### config.mk
export PLATFORM = sky130hd
export DESIGN_NAME = port_rate_link_regs
export DESIGN_NICKNAME = d
export VERILOG_FILES = /design/src/common/rate_link_pkg.sv /design/src/hw/port_rate_link_regs.sv /design/src/hw/rate_policy_decode.sv
export SDC_FILE = /design/constraint.sdc
export NUM_CORES = 1
export LEC_CHECK = 0
export ABC_AREA = 1
export BUFFER_PORTS_ARGS = -buffer_cell sky130_fd_sc_hd__buf_2
export CAP_MARGIN = 0
export CORE_MARGIN = 2
export CORE_UTILIZATION = 35
export DETAILED_ROUTE_END_ITERATION = 10
export PLACE_DENSITY = 0.62
export SYNTH_ARGS = -nofsm -noshare
export SYNTH_HDL_FRONTEND = slang
export SYNTH_HIERARCHICAL = 1
export SYNTH_SLANG_ARGS = --single-unit
### constraint.sdc
create_clock -name ref_clk -period 1.2 [get_ports ref_clk]
set_input_delay 0.18 -clock ref_clk [delete_from_list [all_inputs] [get_ports ref_clk]]
set_output_delay 0.18 -clock ref_clk [all_outputs]
set_load 0.01 [all_outputs]
### src/common/rate_link_pkg.sv
// shared constants and types for the port rate policy and link config block
package rate_link_pkg;

    // ------------------------------------------------------------------
    // geometry
    // ------------------------------------------------------------------
    localparam int NUM_PORTS = 3;
    localparam int NUM_LINK_PORTS = 2;
    localparam int RATE_W = 12;

    // ------------------------------------------------------------------
    // register offsets
    // ------------------------------------------------------------------
    localparam logic [NUM_PORTS-1:0][7:0] RATE_POL_OFF = {8'h3B, 8'h2B, 8'h1B};
    localparam logic [NUM_LINK_PORTS-1:0][7:0] LINK_OFF = {8'h2C, 8'h1C};
    localparam logic [7:0] LINK_RSVD_OFF = 8'h3C;
    localparam logic [1:0] NO_PORT = 2'h3;

    // ------------------------------------------------------------------
    // rate policy fields and reset value
    // ------------------------------------------------------------------
    localparam int RX_DIFF_BIT = 7;
    localparam int RX_LO_EN_BIT = 6;
    localparam int RX_HI_EN_BIT = 5;
    localparam int RX_LO_FC_BIT = 4;
    localparam int RX_HI_FC_BIT = 3;
    localparam int TX_DIFF_BIT = 2;
    localparam int TX_LO_EN_BIT = 1;
    localparam int TX_HI_EN_BIT = 0;
    localparam logic [7:0] RATE_POL_RESET = 8'h00;

    // ------------------------------------------------------------------
    // link config reset value (straps overwrite bits 7..4 after reset)
    // ------------------------------------------------------------------
    localparam logic [7:0] LINK_RESET = 8'h0F;

    // ------------------------------------------------------------------
    // management-interface phy registers
    // ------------------------------------------------------------------
    localparam logic [4:0] MII_CTRL_REG = 5'h00;
    localparam logic [4:0] MII_ADV_REG = 5'h04;
    localparam int MII_SPEED_BIT = 13;
    localparam int MII_AN_BIT = 12;
    localparam int MII_DUPLEX_BIT = 8;
    localparam int MII_PAUSE_BIT = 10;
    localparam int MII_100FD_BIT = 8;
    localparam int MII_100HD_BIT = 7;
    localparam int MII_10FD_BIT = 6;
    localparam int MII_10HD_BIT = 5;
    localparam logic [15:0] MII_SELECTOR = 16'h0001;

    // ------------------------------------------------------------------
    // carriers
    // ------------------------------------------------------------------
    typedef struct packed {
        logic [RATE_W-1:0] rx_lo;
        logic [RATE_W-1:0] rx_hi;
        logic [RATE_W-1:0] tx_lo;
        logic [RATE_W-1:0] tx_hi;
    } rate_set_s;

    typedef struct packed {
        logic rx_lo_en;
        logic rx_hi_en;
        logic [RATE_W-1:0] rx_lo_rate;
        logic [RATE_W-1:0] rx_hi_rate;
        logic rx_lo_fc_en;
        logic rx_hi_fc_en;
        logic tx_shared;
        logic tx_lo_en;
        logic tx_hi_en;
        logic [RATE_W-1:0] tx_lo_rate;
        logic [RATE_W-1:0] tx_hi_rate;
    } policy_s;

    typedef struct packed {
        logic autoneg_en;
        logic speed_100;
        logic full_duplex;
        logic adv_pause;
        logic adv_100fd;
        logic adv_100hd;
        logic adv_10fd;
        logic adv_10hd;
    } link_cfg_s;

endpackage

### src/hw/port_rate_link_regs.sv
// per-port rate policy and phy link configuration registers
`timescale 1ns/1ps
// Behaviour
// - rx diff and low enable set: low priority frames limited at low rate
// - rx diff and high enable set: high priority frames limited at high rate
// - rx diff clear: every received frame limited at the low rate
// - low priority receive limiting is active only while bit 6 is set
// - diff clear, low enable set: all received frames use the low rate
// - bit 4 allows pause when the low receive rate is exceeded
// - bit 3 allows pause on high rate overrun, only with rx diff on
// - tx diff set: high and low frames limited by separate counters
// - tx diff clear: all transmitted frames share the low rate counter
// - low priority transmit limiting enabled only while bit 1 is one
// - high priority transmit limiting follows bit 0 with tx diff set, bit 1 with tx diff clear
// - one rate policy register per port at 0x1B, 0x2B and 0x3B
// - link bit 7 clear forces speed and duplex from bits 6 and 5
// - link bit 6 selects 100 Mb/s when set, 10 Mb/s when clear
// - link bit 5 selects full duplex, also as autonegotiation fallback
// - ports 1 and 2 take autoneg, speed, duplex reset values from straps
// - link bit 4 advertises pause; reset value comes from a strap
// - bits 3..0 advertise 100F, 100H, 10F, 10H, each resetting to one
// - port 3 has no link register; offset 0x3C is reserved
// - link registers are also reachable through phy regs 0 and 4
// - each rate is a 12-bit count of 32 kb/s blocks per second
module port_rate_link_regs import rate_link_pkg::*; (
    // clock and reset
    input wire logic ref_clk,
    input wire logic resetn,
    // straps
    input wire logic port1_autoneg_strap,
    input wire logic port2_autoneg_strap,
    input wire logic port1_speed_strap,
    input wire logic port2_speed_strap,
    input wire logic port1_duplex_strap,
    input wire logic port2_duplex_strap,
    input wire logic advertise_pause_strap,
    // byte register port
    input wire logic [7:0] reg_addr,
    input wire logic reg_wr,
    input wire logic reg_rd,
    input wire logic [7:0] reg_wdata,
    output logic [7:0] reg_rdata_ff,
    output logic reg_rvalid_ff,
    // management-interface phy register port
    input wire logic miim_port,
    input wire logic [4:0] miim_reg,
    input wire logic miim_wr,
    input wire logic miim_rd,
    input wire logic [15:0] miim_wdata,
    output logic [15:0] miim_rdata_ff,
    output logic miim_rvalid_ff,
    // rate values from the rate registers
    input wire rate_set_s [NUM_PORTS-1:0] port_rates,
    // effective controls
    output policy_s [NUM_PORTS-1:0] policy_ff,
    output link_cfg_s [NUM_LINK_PORTS-1:0] link_ff
);

    // ------------------------------------------------------------------
    // address decode
    // ------------------------------------------------------------------
    function automatic logic [1:0] rate_index(input logic [7:0] addr);
        logic [1:0] idx;
        idx = NO_PORT;
        for (int i = 0; i < NUM_PORTS; i++) begin
            if (addr == RATE_POL_OFF[i]) begin
                idx = 2'(i);
            end
        end
        return idx;
    endfunction

    function automatic logic [1:0] link_index(input logic [7:0] addr);
        logic [1:0] idx;
        idx = NO_PORT;
        for (int i = 0; i < NUM_LINK_PORTS; i++) begin
            if (addr == LINK_OFF[i]) begin
                idx = 2'(i);
            end
        end
        return idx;
    endfunction

    function automatic logic [15:0] mii_ctrl_word(input link_cfg_s c);
        logic [15:0] w;
        w = 16'h0000;
        w[MII_SPEED_BIT] = c.speed_100;
        w[MII_AN_BIT] = c.autoneg_en;
        w[MII_DUPLEX_BIT] = c.full_duplex;
        return w;
    endfunction

    function automatic logic [15:0] mii_adv_word(input link_cfg_s c);
        logic [15:0] w;
        w = MII_SELECTOR;
        w[MII_PAUSE_BIT] = c.adv_pause;
        w[MII_100FD_BIT] = c.adv_100fd;
        w[MII_100HD_BIT] = c.adv_100hd;
        w[MII_10FD_BIT] = c.adv_10fd;
        w[MII_10HD_BIT] = c.adv_10hd;
        return w;
    endfunction

    // ------------------------------------------------------------------
    // register state
    // ------------------------------------------------------------------
    logic [NUM_PORTS-1:0][7:0] rate_pol_ff;
    logic [NUM_PORTS-1:0][7:0] nxt_rate_pol;
    link_cfg_s [NUM_LINK_PORTS-1:0] nxt_link;
    logic strap_pending_ff;
    logic nxt_strap_pending;
    logic [1:0] wr_rate_idx;
    logic [1:0] wr_link_idx;

    always_comb begin
        nxt_rate_pol = rate_pol_ff;
        nxt_link = link_ff;
        nxt_strap_pending = 1'b0;
        wr_rate_idx = rate_index(reg_addr);
        wr_link_idx = link_index(reg_addr);
        if (strap_pending_ff) begin
            // straps are caught on the first edge after reset release
            nxt_link[0].autoneg_en = port1_autoneg_strap;
            nxt_link[0].speed_100 = port1_speed_strap;
            nxt_link[0].full_duplex = port1_duplex_strap;
            nxt_link[1].autoneg_en = port2_autoneg_strap;
            nxt_link[1].speed_100 = port2_speed_strap;
            nxt_link[1].full_duplex = port2_duplex_strap;
            nxt_link[0].adv_pause = advertise_pause_strap;
            nxt_link[1].adv_pause = advertise_pause_strap;
        end else begin
            if (miim_wr && miim_reg == MII_CTRL_REG) begin
                nxt_link[miim_port].autoneg_en = miim_wdata[MII_AN_BIT];
                nxt_link[miim_port].speed_100 = miim_wdata[MII_SPEED_BIT];
                nxt_link[miim_port].full_duplex = miim_wdata[MII_DUPLEX_BIT];
            end
            if (miim_wr && miim_reg == MII_ADV_REG) begin
                nxt_link[miim_port].adv_pause = miim_wdata[MII_PAUSE_BIT];
                nxt_link[miim_port].adv_100fd = miim_wdata[MII_100FD_BIT];
                nxt_link[miim_port].adv_100hd = miim_wdata[MII_100HD_BIT];
                nxt_link[miim_port].adv_10fd = miim_wdata[MII_10FD_BIT];
                nxt_link[miim_port].adv_10hd = miim_wdata[MII_10HD_BIT];
            end
            // a byte write to the same register lands after the phy write
            if (reg_wr && wr_rate_idx != NO_PORT) begin
                nxt_rate_pol[wr_rate_idx] = reg_wdata;
            end
            if (reg_wr && wr_link_idx != NO_PORT) begin
                nxt_link[wr_link_idx] = reg_wdata;
            end
        end
    end

    always_ff @(posedge ref_clk or negedge resetn) begin
        if (!resetn) begin
            rate_pol_ff <= {NUM_PORTS{RATE_POL_RESET}};
            link_ff <= {NUM_LINK_PORTS{LINK_RESET}};
            strap_pending_ff <= 1'b1;
        end else begin
            rate_pol_ff <= nxt_rate_pol;
            link_ff <= nxt_link;
            strap_pending_ff <= nxt_strap_pending;
        end
    end

    // ------------------------------------------------------------------
    // read paths, one cycle latency
    // ------------------------------------------------------------------
    logic [7:0] nxt_rdata;
    logic [15:0] nxt_miim_rdata;
    logic [1:0] rd_rate_idx;
    logic [1:0] rd_link_idx;

    always_comb begin
        rd_rate_idx = rate_index(reg_addr);
        rd_link_idx = link_index(reg_addr);
        nxt_rdata = 8'h00;
        // the reserved port 3 slot falls through and reads zero
        if (rd_rate_idx != NO_PORT) begin
            nxt_rdata = rate_pol_ff[rd_rate_idx];
        end else if (rd_link_idx != NO_PORT) begin
            nxt_rdata = link_ff[rd_link_idx];
        end
        nxt_miim_rdata = 16'h0000;
        if (miim_reg == MII_CTRL_REG) begin
            nxt_miim_rdata = mii_ctrl_word(link_ff[miim_port]);
        end else if (miim_reg == MII_ADV_REG) begin
            nxt_miim_rdata = mii_adv_word(link_ff[miim_port]);
        end
    end

    always_ff @(posedge ref_clk or negedge resetn) begin
        if (!resetn) begin
            reg_rdata_ff <= 8'h00;
            reg_rvalid_ff <= 1'b0;
            miim_rdata_ff <= 16'h0000;
            miim_rvalid_ff <= 1'b0;
        end else begin
            reg_rdata_ff <= reg_rd ? nxt_rdata : 8'h00;
            reg_rvalid_ff <= reg_rd;
            miim_rdata_ff <= miim_rd ? nxt_miim_rdata : 16'h0000;
            miim_rvalid_ff <= miim_rd;
        end
    end

    // ------------------------------------------------------------------
    // effective limiter controls
    // ------------------------------------------------------------------
    // registered so the limiters never see a half-decoded byte write
    policy_s [NUM_PORTS-1:0] nxt_policy;

    for (genvar p = 0; p < NUM_PORTS; p++) begin : g_port
        rate_policy_decode u_decode (
            .policy_reg(rate_pol_ff[p]),
            .rates(port_rates[p]),
            .policy(nxt_policy[p])
        );
    end

    always_ff @(posedge ref_clk or negedge resetn) begin
        if (!resetn) begin
            policy_ff <= '0;
        end else begin
            policy_ff <= nxt_policy;
        end
    end

    for (genvar p = 0; p < NUM_PORTS; p++) begin : g_chk

    end
endmodule // port_rate_link_regs

### src/hw/rate_policy_decode.sv
// decodes one port's rate policy byte into effective limiter controls
`timescale 1ns/1ps
module rate_policy_decode import rate_link_pkg::*; (
    // policy byte and rate values
    input wire logic [7:0] policy_reg,
    input wire rate_set_s rates,
    // effective controls
    output policy_s policy
);

    always_comb begin
        policy.rx_lo_en = policy_reg[RX_LO_EN_BIT];
        policy.rx_lo_rate = rates.rx_lo;
        if (policy_reg[RX_DIFF_BIT]) begin
            policy.rx_hi_en = policy_reg[RX_HI_EN_BIT];
            policy.rx_hi_rate = rates.rx_hi;
            policy.rx_hi_fc_en = policy_reg[RX_HI_FC_BIT];
        end else begin
            // high priority traffic shares the low rate and its pause
            policy.rx_hi_en = policy_reg[RX_LO_EN_BIT];
            policy.rx_hi_rate = rates.rx_lo;
            policy.rx_hi_fc_en = policy_reg[RX_LO_FC_BIT];
        end
        policy.rx_lo_fc_en = policy_reg[RX_LO_FC_BIT];
        policy.tx_lo_en = policy_reg[TX_LO_EN_BIT];
        policy.tx_lo_rate = rates.tx_lo;
        policy.tx_shared = ~policy_reg[TX_DIFF_BIT];
        if (policy_reg[TX_DIFF_BIT]) begin
            policy.tx_hi_en = policy_reg[TX_HI_EN_BIT];
            policy.tx_hi_rate = rates.tx_hi;
        end else begin
            policy.tx_hi_en = policy_reg[TX_LO_EN_BIT];
            policy.tx_hi_rate = rates.tx_lo;
        end
    end

endmodule // rate_policy_decode

# Word-level counts from Yosys, hierarchy flattened

Cells that the tools add are included.

Bits in registers: 232
Word-level logic and storage cells: 153
Output and inout port bits: 207

$lt $le $gt $ge: 6
Reduce and logical (&&, ||, !) cells: 9
Mux-type cells: 69
Eq/ne operators: 8
Bitwise logic cells: 4

Operators by type and width:

| operator                                                                            | number |
|---|---|
| 16-bit bitwise mux                                                                  | 9 |
| 16-bit two-way mux                                                                  | 6 |
| 8-bit two-way mux                                                                   | 11 |
| 8-bit demux with 1-bit select                                                       | 9 |
| 12-bit two-way mux                                                                  | 6 |
| 24-bit bitwise mux                                                                  | 1 |
| 8-bit by 6-bit == test with 1-bit output, second input constant                     | 3 |
| 8-bit binary-select mux with 2-bit select                                           | 1 |
| 8-bit demux with 2-bit select                                                       | 1 |
| 8-bit by 5-bit == test with 1-bit output, second input constant                     | 2 |
| 14-bit two-way mux                                                                  | 1 |
| 2-bit two-way mux                                                                   | 6 |
| 4-bit two-way mux                                                                   | 3 |
| 11-bit two-way mux                                                                  | 1 |
| 1-bit two-way mux                                                                   | 10 |
| 1-bit logical AND                                                                   | 7 |
| 7-bit two-way mux                                                                   | 1 |
| 6-bit two-way mux                                                                   | 1 |
| 5-bit by 3-bit == test with 1-bit output, second input constant                     | 1 |
| 5-bit zero test                                                                     | 1 |
| 5-bit two-way mux                                                                   | 1 |
| 2-bit by 1-bit greater-or-equal comparator with 1-bit output, second input constant | 2 |
| 2-bit != test, second input constant                                                | 2 |
| 1-bit inverter                                                                      | 4 |
| 6 further kinds                                                                     | 6 |

# Longest topological paths before layout

Gate-level depths: netlist of the first run.

Depth after elaboration: 19
Depth in mapped cells: 10

# Cells and area by module

The synthesis of the first run kept the hierarchy.

Modules (own cells, without submodules):

| module              | cells an instance | instances | area an instance (µm²) |
|---|---|---|---|
| port_rate_link_regs | 620               | 1         | 7454.6 |
| rate_policy_decode  | 114               | 3         | 551.8 |

# Worst setup path after synthesis of the first run

Ideal clock, no wire load.

Path type: register -> register
Start: register strap_pending_ff
End: register link_ff[13] (netlist name)
Cell stages (with the launch flop): 5
Period minus slack after synthesis: 1.274 ns
Data required time: 1.134 ns
Setup slack: -0.074 ns
Path buffers: 2
Setup time: 0.066 ns
Data arrival time: 1.208 ns
Path through: dfstp_2 > clkbuf_1 > clkbuf_1 > nand2_1 > nand2_1

RTL lines:

| what                     | RTL line                   | source |
|---|---|---|
| start: declaration       | port_rate_link_regs.sv:110 | `logic strap_pending_ff;` |
| start signal: assignment | port_rate_link_regs.sv:162 | `strap_pending_ff <= nxt_strap_pending;` |
| end signal: assignment   | port_rate_link_regs.sv:157 | `link_ff <= {NUM_LINK_PORTS{LINK_RESET}};` |
| end signal: assignment   | port_rate_link_regs.sv:161 | `link_ff <= nxt_link;` |
| end: declaration         | port_rate_link_regs.sv:56  | `output link_cfg_s [NUM_LINK_PORTS-1:0] link_ff` |

# Worst setup path after layout of the first run

Start: register link_ff[0] (netlist name)
End: output link_ff[0] (netlist name)

No word-level cell between the ends.

==> results.md, run 1 <==
- # diodes: 0
- Critical Path End Type: primary output
- Hold slack: between 0.05 and 0.06 ns
- DRC errors left: 0
- Worst min-delay path startpoint: miim_wdata[8]
- CTS Root Cell: clkbuf_16
- Status: finished, violations left
- Routed via count: 8225
- Max Buffers Root-to-Sink: 3
- Final worst setup slack: -0.187 ns
- Syn avg cell area: approximately 9.5 um^2
- F_max: 721 MHz
- Worst setup SP type: flop
- CP peak stage delay: 0.58 ns
- Die H: 165 um
- Die footprint: between 20000 and 30000 um^2
- Ys Warns: 6
- Post-DP HPWL: approximately 20000 um
- Unrepaired setup endpoints after global routing: true
- Drt first pass iters: 5
- GP Congestion: ~0.86
- Cell variety after synth: 29
- Netlist Area Pre-Place: about 9000 um^2
- Vias in the first global route: about 8000
- Flop-to-flop setup slack: 0.03 ns
- First-pass GRT wire length: 41300 um
- Worst r2r dst: link_ff[1]$_DFFE_PN1N_
- Area delta synth->final: 57.1%
- RR Startpoint: link_ff[1]$_DFFE_PN1N_
- Layout fillers: approximately 2200
- HP Class: in -> reg
- Area share of the largest cell type after synthesis: about 59%
- Most common cell after layout, fill and taps aside: nand2_1
- Site Rows: ~60
- Tcrit/Tclk final: 116%
- Critical path arrival: approximately 1.2 ns
- Cells after Synth: 962
- Number of routed nets with antenna violations: 0
- Total track usage: around a fifth
- CTS Sinks: approximately 220
- Largest net degree at the start of global routing: 43
- Flops & latches, synth: between 200 and 250
- Multi-input logic area: approximately 2500 um^2
- Buf/Inv on CP: 1
- Crit Path Class: reg -> out
- Register area: 5620 um^2
- Max cap viols: 0
- Critical Path Stages: 1
- Worst vdd ir: about 0.00098 V
- Period minus WS final: between 1 and 1.5 ns
- Required @ worst endpoint: about 1.0 ns
- Failing checks: setup timing
- Layout cell share with drive strength beyond 1: 36.9%
- Number of port buffers: 384
- Register area share after synthesis: about three fifths
- Final Hold Fails: 0
- Final Skew: around 0.011 ns
- Vias/cell: 4.45
- # setup viols final: 36
- Slowest cell on crit path: dfstp_2
- Initial antenna violation count: 0
- CP max FO: 2
- Final Cell Area: between 10000 and 15000 um^2
- Leak pwr: 0.00762 uW
- CP top delay family: flip-flops
- Top cell type by total area after synthesis: dfrtp_1
- Worst-path clk slew: ~0.06 ns
- IO Pins: between 400 and 500
- Initial Utilization: between 30% and 40%
- Total grt overflow: 0
- Synth area leaders: dfrtp_1, nand2_1, buf_4, nand3_1, dfstp_2
- Drt total wl: 28500 um
- Post-synth EDFFs: 0
- Wirelength per Cell: roughly 15 um
- NumNets Final: between 1500 and 2000
- Die width: 165 um
- CTS Buf Count: 25
- Placed inst area: 11100 um^2
- Ys async rst share: 100%
- Commonest non-fill, non-tap cells in the layout: nand2_1, buf_2, dfrtp_1, dlygate4sd3_1, buf_6
- TritonCTS clock tree: built
- Crit path from: link_ff[0]$_DFFE_PN1N_
- Critical path endpoint: link_ff[0]
- Initial DRC Count: approximately 470
- PD cells: between 1000 and 1500 nW/um^2
- Core area: ~26000 um^2
- Max-slew violation count: 0
- Clk_lat worst skew: approximately 0.52 ns
- Worst r2r path cells: 7
- H-tree depth: 1
- Total power: around 19000 uW
- Top FF cell, synth: dfrtp_1
- Cell breakdown of the critical path: buf_6
-- stage by stage --
stage	cells	setup slack [ns]	TNS (ns)	utilization (%)
floorplan	970	0.00337	0	-
global placement	1628	-0.177	-5.49	42.8
detailed placement	1628	-0.204	-6.84	42.8
CTS	1845	-0.234	-4.67	53.9
global route	1849	-0.224	-8.32	55.4
finish	1849	-0.187	-2.04	55.4
-- worst min-delay path by stage --
stage / end / depth (start not counted) / slack, ns
after floorplan: link_ff[12]$_DFF_PN0_ / 0 / -0.12
after global placement: policy_ff[1]$_DFF_PN0_ / 1 / 0.08
after detailed placement: policy_ff[1]$_DFF_PN0_ / 1 / 0.08
after CTS: link_ff[11]$_DFFE_PN1N_ / 5 / 0.02
after global routing: link_ff[11]$_DFFE_PN1N_ / 5 / 0.03
final: link_ff[11]$_DFFE_PN1N_ / 5 / 0.05
-- cells by family after synthesis --
kind of cell,Yosys count,share of synthesized area (%)
compound gates,49,3.49
buf+inv,171,11.8
flops,224,61.7
mux,2,0.220
other cells,1,0.0412
simple gates,515,22.8
-- repair_timing --
action / CTS / global route
buffers inserted: 14 / 6
gates resized for setup: 63 / 75
setup endpoints to repair: 167 / 230
pin swaps: 1 / 8
endpoints found under the hold margin: 387 / 0
gates cloned: 0 / 1
hold buffers: 162 / 0
-- per-layer routing --
metal	track usage, %	part of all wire, %
met1	23.5	39
met2	34.9	52
met3	3.90	7.4
met4	5.49	2.0
met5	0	0
-- state kept, by name, summed over array words and instances, names as in the netlist --
register,cells
miim_rdata_ff,8
reg_rdata_ff,8
strap_pending_ff,1
policy_ff,165
reg_rvalid_ff,1
link_ff,16
miim_rvalid_ff,1
rate_pol_ff,24
-- cell usage after synthesis (7+ instances only) --
| cell type | instances |
|---|---|
| nand2_1 | 425 |
| dfrtp_1 | 215 |
| buf_4 | 95 |
| nand3_1 | 50 |
| inv_1 | 46 |
| nor2_1 | 21 |
| a21oi_1 | 16 |
| inv_2 | 12 |
| buf_6 | 9 |
| dfstp_2 | 9 |
| o22ai_1 | 9 |
| o21ai_0 | 8 |
| o21ai_2 | 8 |
| nand2_2 | 7 |
-- final cells by class --
class	count	share of cell area, %
sequential	224	39.3
timing repair buffer	612	32.3
multi-input combinational	576	17.8
clock buffer	31	4.74
tap	335	2.93
inverter	58	1.54
clock inverter	13	1.45
-- where the power goes --
group          switching (uW)  leakage [uW]  internal [uW]
registers                 189       0.00272           7930
clock network            3050      0.000433           5100
logic                    1170       0.00446           1290
No activity file was read; power rests on OpenSTA's default activity.
==> inputs of run 2 (changes only) <==
Settings changed: ABC_AREA 1 to not set.
==> run 2 against run 1 <==
Compared with the run above: highest routed layer unchanged; flip-flop and latch count unchanged; critical path depth grew 1; worst hold slack got worse by 0.0041 ns; largest cell class unchanged; register-to-register slack got worse by 0.26 ns; fmax is 3.7% lower; the run still ends with setup timing left; utilization increased by 5.1 points; routed wire length decreased by 5.1%.
==> results.md, run 2 <==
- Status: finished, violations left
- Failing checks: setup timing
- Worst vdd ir: 0.000841 V (-14%)
- Worst-path clk slew: 0.05 ns (about the same)
- PD cells: 1300 nW/um^2 (-0.75%)
- CP max FO: 2 (unchanged)
- Final worst setup slack: -0.240 ns (-0.0530 ns)
- Cell variety after synth: 48 (+66%)
- CTS Buf Count: 26 (+4.0%)
- Uppermost layer routed: met4
- WL met2: 14000 um (-5.5%)
- IO Pins: 402 (unchanged)
- Register area share after synthesis: 64.8% (+3.1 points)
- CTS Sinks: 224 (unchanged)
- Initial Utilization: 35.7% (+0.40 points)
- Cells after Synth: 589 (-39%)
- Largest regs: policy_ff: 165 flops, rate_pol_ff: 24 flops, link_ff: 16 flops
- Area delta synth->final: 69.7%
- Placed Cells: 1264 (-22%)
- Period minus WS final: 1.44 ns (+0.0530 ns)
- Drt first pass iters: 4 (-1)
- Most frequent cells after synthesis: dfrtp_1, mux2_2, buf_4, nand2_1, mux2i_1
- Wirelength per Cell: 17.9 um (+16%)
- Top FF cell, synth: dfrtp_1
- Max cap viols: 0 (unchanged)
- Flops & latches, synth: 224 (unchanged)
- Critical Path End Type: primary output
- Worst setup SP type: flop
- Netlist Area Pre-Place: 8670 um^2 (-4.8%)
- Leak pwr: 0.00706 uW (-7.3%)
- Post-DP HPWL: 17400 um (-11%)
- Layout fillers: 1822 (-18%)
- Register area: 5620 um^2 (about the same)
- GP Congestion: 0.800 (-6.6%)
- Site Rows: 57 (-3.4%)
- H-tree depth: 1 (unchanged)
- Placed inst area: 11100 um^2 (about the same)
- Total track usage: 19.9% (+0.50 points)
- Met3 WL: 2030 um (-3.7%)
- Largest register by flop count: policy_ff
- Multi-input logic area: 2590 um^2 (+1.7%)
- NumNets Final: 1358 (-20%)
- Post-synth EDFFs: 0 (unchanged)
- Unrepaired setup endpoints after global routing: true
- HP Class: in -> async
- Ys async rst share: 100% (unchanged)
- CTS Root Cell: clkbuf_16
- Vias/cell: 4.61 (+3.7%)
- Area share of the largest cell type after synthesis: 62.0% (+3.0 points)
- Initial antenna violation count: 0 (unchanged)
- Initial DRC Count: 279 (-41%)
- Number of port buffers: 384 (unchanged)
- Drt total wl: 27000 um (-5.1%)
- Routed via count: 6945 (-16%)
- Layout cell share with drive strength beyond 1: 57.7% (+21 points)
- Tcrit/Tclk final: 120% (+4.4 points)
- Synth area leaders: dfrtp_1, mux2_2, buf_4, dfstp_2, mux2i_1
- Ys Warns: 6 (unchanged)
- Met1 WL: 10000 um (-9.3%)
- Die width: 161 um (-2.4%)
- Final Cell Area: 14700 um^2 (+2.8%)
- Required @ worst endpoint: 1.02 ns (about the same)
- Max Buffers Root-to-Sink: 3 (unchanged)
- Crit Path Class: reg -> out
- Final Util: 60.5% (+5.1 points)
- Non-filler instance count after layout: 1506 (-19%)
- Total grt overflow: 0 (unchanged)
- Die footprint: 26100 um^2 (-4.7%)
- Clk_lat worst skew: 0.53 ns (about the same)
- Largest net degree at the start of global routing: 71 (+65%)
- DRC errors left: 0 (unchanged)
- Critical path arrival: 1.26 ns (+0.05 ns)
- Commonest non-fill, non-tap cells in the layout: buf_2, dfrtp_1, dlygate4sd3_1, buf_6, mux2_2
- Top cell type by total area after synthesis: dfrtp_1
- Number of routed nets with antenna violations: 0 (unchanged)
- Max reg flops: 165 (unchanged)
- First-pass GRT wire length: 40700 um (-1.3%)
- Die H: 161 um (-2.4%)
- Final Skew: 0.0132 ns (+0.00239 ns)
- Vias in the first global route: 7595 (-4.0%)
- Syn avg cell area: 14.7 um^2 (+55%)
- Core area: 24300 um^2 (-5.9%)
- TritonCTS clock tree: built
- Final Hold Fails: 0 (unchanged)
- Most common cell after layout, fill and taps aside: buf_2
- # setup viols final: 154 (+330%)
- Cell with the most instances after synthesis: dfrtp_1
- F_max: 695 MHz (-3.7%)
- Max-slew violation count: 0 (unchanged)
## run 2: where the power goes
group | switching (uW) | internal [uW]
registers | 180 | 7950
clock network | 3030 | 5210
logic | 1140 | 1600
## run 2: area by class of cell
cell class	count	share of cell area, %
Antenna cell	1	0.0170
Clock buffer	37	5.11
Clock inverter	9	1.11
Inverter	5	0.127
Multi-Input combinational cell	258	17.6
Sequential cell	224	38.2
Tap cell	324	2.75
Timing Repair Buffer	648	35.1
## run 2: final timing paths
kind	startpoint	end	slack, ns	depth (start not counted)
setup / recovery	link_ff[3]$_DFFE_PN1N_	link_ff[3]	-0.24	2
hold / removal	resetn	policy_ff[111]$_DFF_PN0_	0.05	2
setup reg to reg	strap_pending_ff$_DFF_PN1_	rate_pol_ff[12]$_DFFE_PN0P_	-0.23	5
hold reg to reg	rate_pol_ff[9]$_DFFE_PN0P_	policy_ff[80]$_DFF_PN0_	0.43	0
max in group asynchronous	resetn	policy_ff[153]$_DFF_PN0_	0.59	3
min in group ref_clk	miim_wdata[7]	link_ff[2]$_DFFE_PN1N_	0.05	3
## run 2: cells by family after synthesis
group / synth area share (%)
multiplexers: 15.5
AND/OR/NAND/NOR: 4.80
AO/OA/AOI/OAI: 5.32
flip-flops: 64.8
buffers and inverters: 9.55
other: 0.0432
## run 2: repair_timing
| item | CTS | global route |
|---|---|---|
| pin swaps | 15 | 19 |
| buffers inserted | 22 | 7 |
| gates cloned | 2 | 1 |
| gates resized for setup | 104 | 60 |
| hold buffers | 167 | 0 |
| hold endpoints to repair | 411 | 0 |
| setup endpoints to repair | 238 | 246 |
## run 2: metal layers
| metal | vias to the layer above | global-route usage, % |
|---|---|---|
| met2 | 345 | 35.8 |
| met5 | - | 0 |
| li1 | 3132 | - |
| met3 | 74 | 4.01 |
| met1 | 3394 | 23.1 |
| met4 | 0 | 8.20 |
## run 2: critical path, cell delays in order (launching register included)
cell     delay [ns]
dfstp_2        0.54
buf_6          0.10
buf_6          0.09
## run 2: through the flow
stage               hold WS, ns  TNS (ns)  power (uW)  setup slack (ns)
CTS                      0.0281    -13.62       19100            -0.254
detailed placement     -0.00601    -19.35       10000            -0.626
floorplan                -0.116     -9.43        9050            -0.423
global placement       -0.00642    -18.61       10000            -0.562
global route             0.0495    -18.43       19900            -0.282
finish                   0.0463     -9.79       19100            -0.240
==> inputs of run 3 (changes only) <==
Settings changed: CORE_AREA set to 2 2 156 158, CORE_MARGIN 2 to not set, CORE_UTILIZATION 35 to not set, DIE_AREA set to 0 0 158 160, PLACE_DENSITY 0.62 to 0.65.
==> run 3 against run 2 <==
Compared with the run above: the run still ends with setup timing left; fmax shrank 1.1%; flip-flop and latch count is the same; largest power group is now registers; sequential power is essentially flat.
==> results.md, run 3 (synthesis gave the netlist of run 2 again) <==
- Status: finished, violations left
- Failing checks: setup timing
- Initial Utilization: 36.4% (+0.75 points)
- F_max: 687 MHz (-1.1%)
- Initial DRC Count: 242 (-13%)
- Final Hold Fails: 0 (unchanged)
- GP Congestion: 0.814 (+1.8%)
- Largest net degree at the start of global routing: 46 (-35%)
- CTS Buf Count: 25 (-3.8%)
- Site Rows: 57 (unchanged)
- Number of routed nets with antenna violations: 0 (unchanged)
- Placed Cells: 1258 (-0.47%)
- Drt total wl: 26700 um (-1.2%)
- Routed via count: 6829 (-1.7%)
- Crit Path Class: reg -> out
- Clk_lat worst skew: 0.52 ns (about the same)
- NumNets Final: 1352 (-0.44%)
- HP Class: in -> reg
- PD cells: 1280 nW/um^2 (-1.5%)
- Wirelength per Cell: 17.8 um (-0.76%)
- Layout cell share with drive strength beyond 1: 58.0% (+0.33 points)
- Critical path arrival: 1.27 ns (about the same)
- Area delta synth->final: 68.7%
- IO Pins: 402 (unchanged)
- Die footprint: 25300 um^2 (-3.0%)
- Max cap viols: 0 (unchanged)
- # diodes: 0 (-1)
- Vias/cell: 4.55 (-1.3%)
- Worst-path clk slew: 0.06 ns (about the same)
- CP max FO: 3 (+1)
- Final worst setup slack: -0.255 ns (-0.0153 ns)
- CTS Sinks: 224 (unchanged)
- Unrepaired setup endpoints after global routing: true
- H-tree depth: 1 (unchanged)
- Leak pwr: 0.00701 uW (-0.74%)
- Max Buffers Root-to-Sink: 3 (unchanged)
- Register area: 5620 um^2 (about the same)
- # setup viols final: 108 (-30%)
- Final Util: 61.4% (+0.88 points)
- Initial antenna violation count: 0 (unchanged)
- Drt first pass iters: 4 (unchanged)
- Hold slack: 0.0334 ns (-0.0129 ns)
- Total track usage: 20.2% (+0.31 points)
- Period minus WS final: 1.45 ns (+0.0153 ns)
- Max reg flops: 165 (unchanged)
- Critical Path End Type: primary output
- Worst vdd ir: 0.000939 V (+12%)
- Largest regs: policy_ff: 165 flops, rate_pol_ff: 24 flops, link_ff: 16 flops
- Tcrit/Tclk final: 121% (+1.3 points)
- Die H: 160 um (-0.87%)
- Post-DP HPWL: 17000 um (-2.4%)
- Core area: 23800 um^2 (-2.1%)
- Largest register by flop count: policy_ff
- Required @ worst endpoint: 1.02 ns (about the same)
- Final Skew: 0.0154 ns (+0.00219 ns)
- Most common cell after layout, fill and taps aside: buf_2
- Number of port buffers: 384 (unchanged)
- Worst setup SP type: flop
- Layout fillers: 1800 (-1.2%)
- Max-slew violation count: 0 (unchanged)
- Vias in the first global route: 7469 (-1.7%)
- Die width: 158 um (-2.1%)
- CTS Root Cell: clkbuf_16
- First-pass GRT wire length: 39800 um (-2.4%)
- DRC errors left: 0 (unchanged)
- Multi-input logic area: 2590 um^2 (about the same)
- Total grt overflow: 0 (unchanged)
- Non-filler instance count after layout: 1500 (-0.40%)
- Commonest non-fill, non-tap cells in the layout: buf_2, dfrtp_1, dlygate4sd3_1, buf_6, mux2_2
- TritonCTS clock tree: built
[run 3: routing by layer]
| layer | wire length, um | vias up | GRT usage (%) |
|---|---|---|---|
| met5 | 0 | - | 0 |
| met1 | 9970 | 3366 | 22.8 |
| met3 | 1930 | 44 | 4.69 |
| li1 | - | 3117 | - |
| met4 | 621 | 0 | 6.06 |
| met2 | 14200 | 302 | 37.4 |
[run 3: worst paths after layout]
path,start,to,slack [ns],depth (start not counted)
worst max-delay path,link_ff[3]$_DFFE_PN1N_,link_ff[3],-0.25,2
worst min-delay path,port2_duplex_strap,link_ff[13]$_DFF_PN0_,0.03,4
worst max register to register,strap_pending_ff$_DFF_PN1_,rate_pol_ff[11]$_DFFE_PN0P_,-0.25,5
worst min register to register,rate_pol_ff[1]$_DFFE_PN0P_,policy_ff[25]$_DFF_PN0_,0.44,0
max in group asynchronous,resetn,link_ff[8]$_DFFE_PN1N_,0.48,3
min in group asynchronous,resetn,link_ff[14]$_DFF_PN0_,0.12,2
[run 3: final cells by class]
class                           instances  area share [%]
Clock inverter                         12            1.04
Timing Repair Buffer                  643            35.1
Multi-Input combinational cell        258            17.7
Clock buffer                           34            4.85
Tap cell                              324            2.77
Inverter                                5           0.128
Sequential cell                       224            38.4
[run 3: where the power goes]
part	internal, uW	switching (uW)
clock network	4800	3030
logic	1610	1120
registers	7940	184
[run 3: critical path: stages (launching register included)]
cell     delay [ns]
dfstp_2        0.56
buf_6          0.11
buf_6          0.09
[run 3: stage by stage]
step           instance area [um^2]  TNS [ns]  power (uW)  setup slack (ns)
6_report                      14600    -10.18       18700            -0.255
5_1_grt                       14600    -19.91       19500            -0.311
4_1_cts                       14200    -12.54       18700            -0.260
3_5_place_dp                  11000    -20.51       10000            -0.591
3_3_place_gp                  11000    -18.76        9960            -0.559
2_1_floorplan                  8850     -9.43        9050            -0.423
[run 3: what timing repair did]
| item | 4_1_cts | 5_1_grt |
|---|---|---|
| hold buffers | 161 | 0 |
| endpoints found under the setup margin | 221 | 248 |
| hold endpoints to repair | 396 | 0 |
| resized for setup | 94 | 73 |
| buffers inserted | 26 | 11 |
| gates cloned | 3 | 0 |
| pin swaps | 15 | 18 |
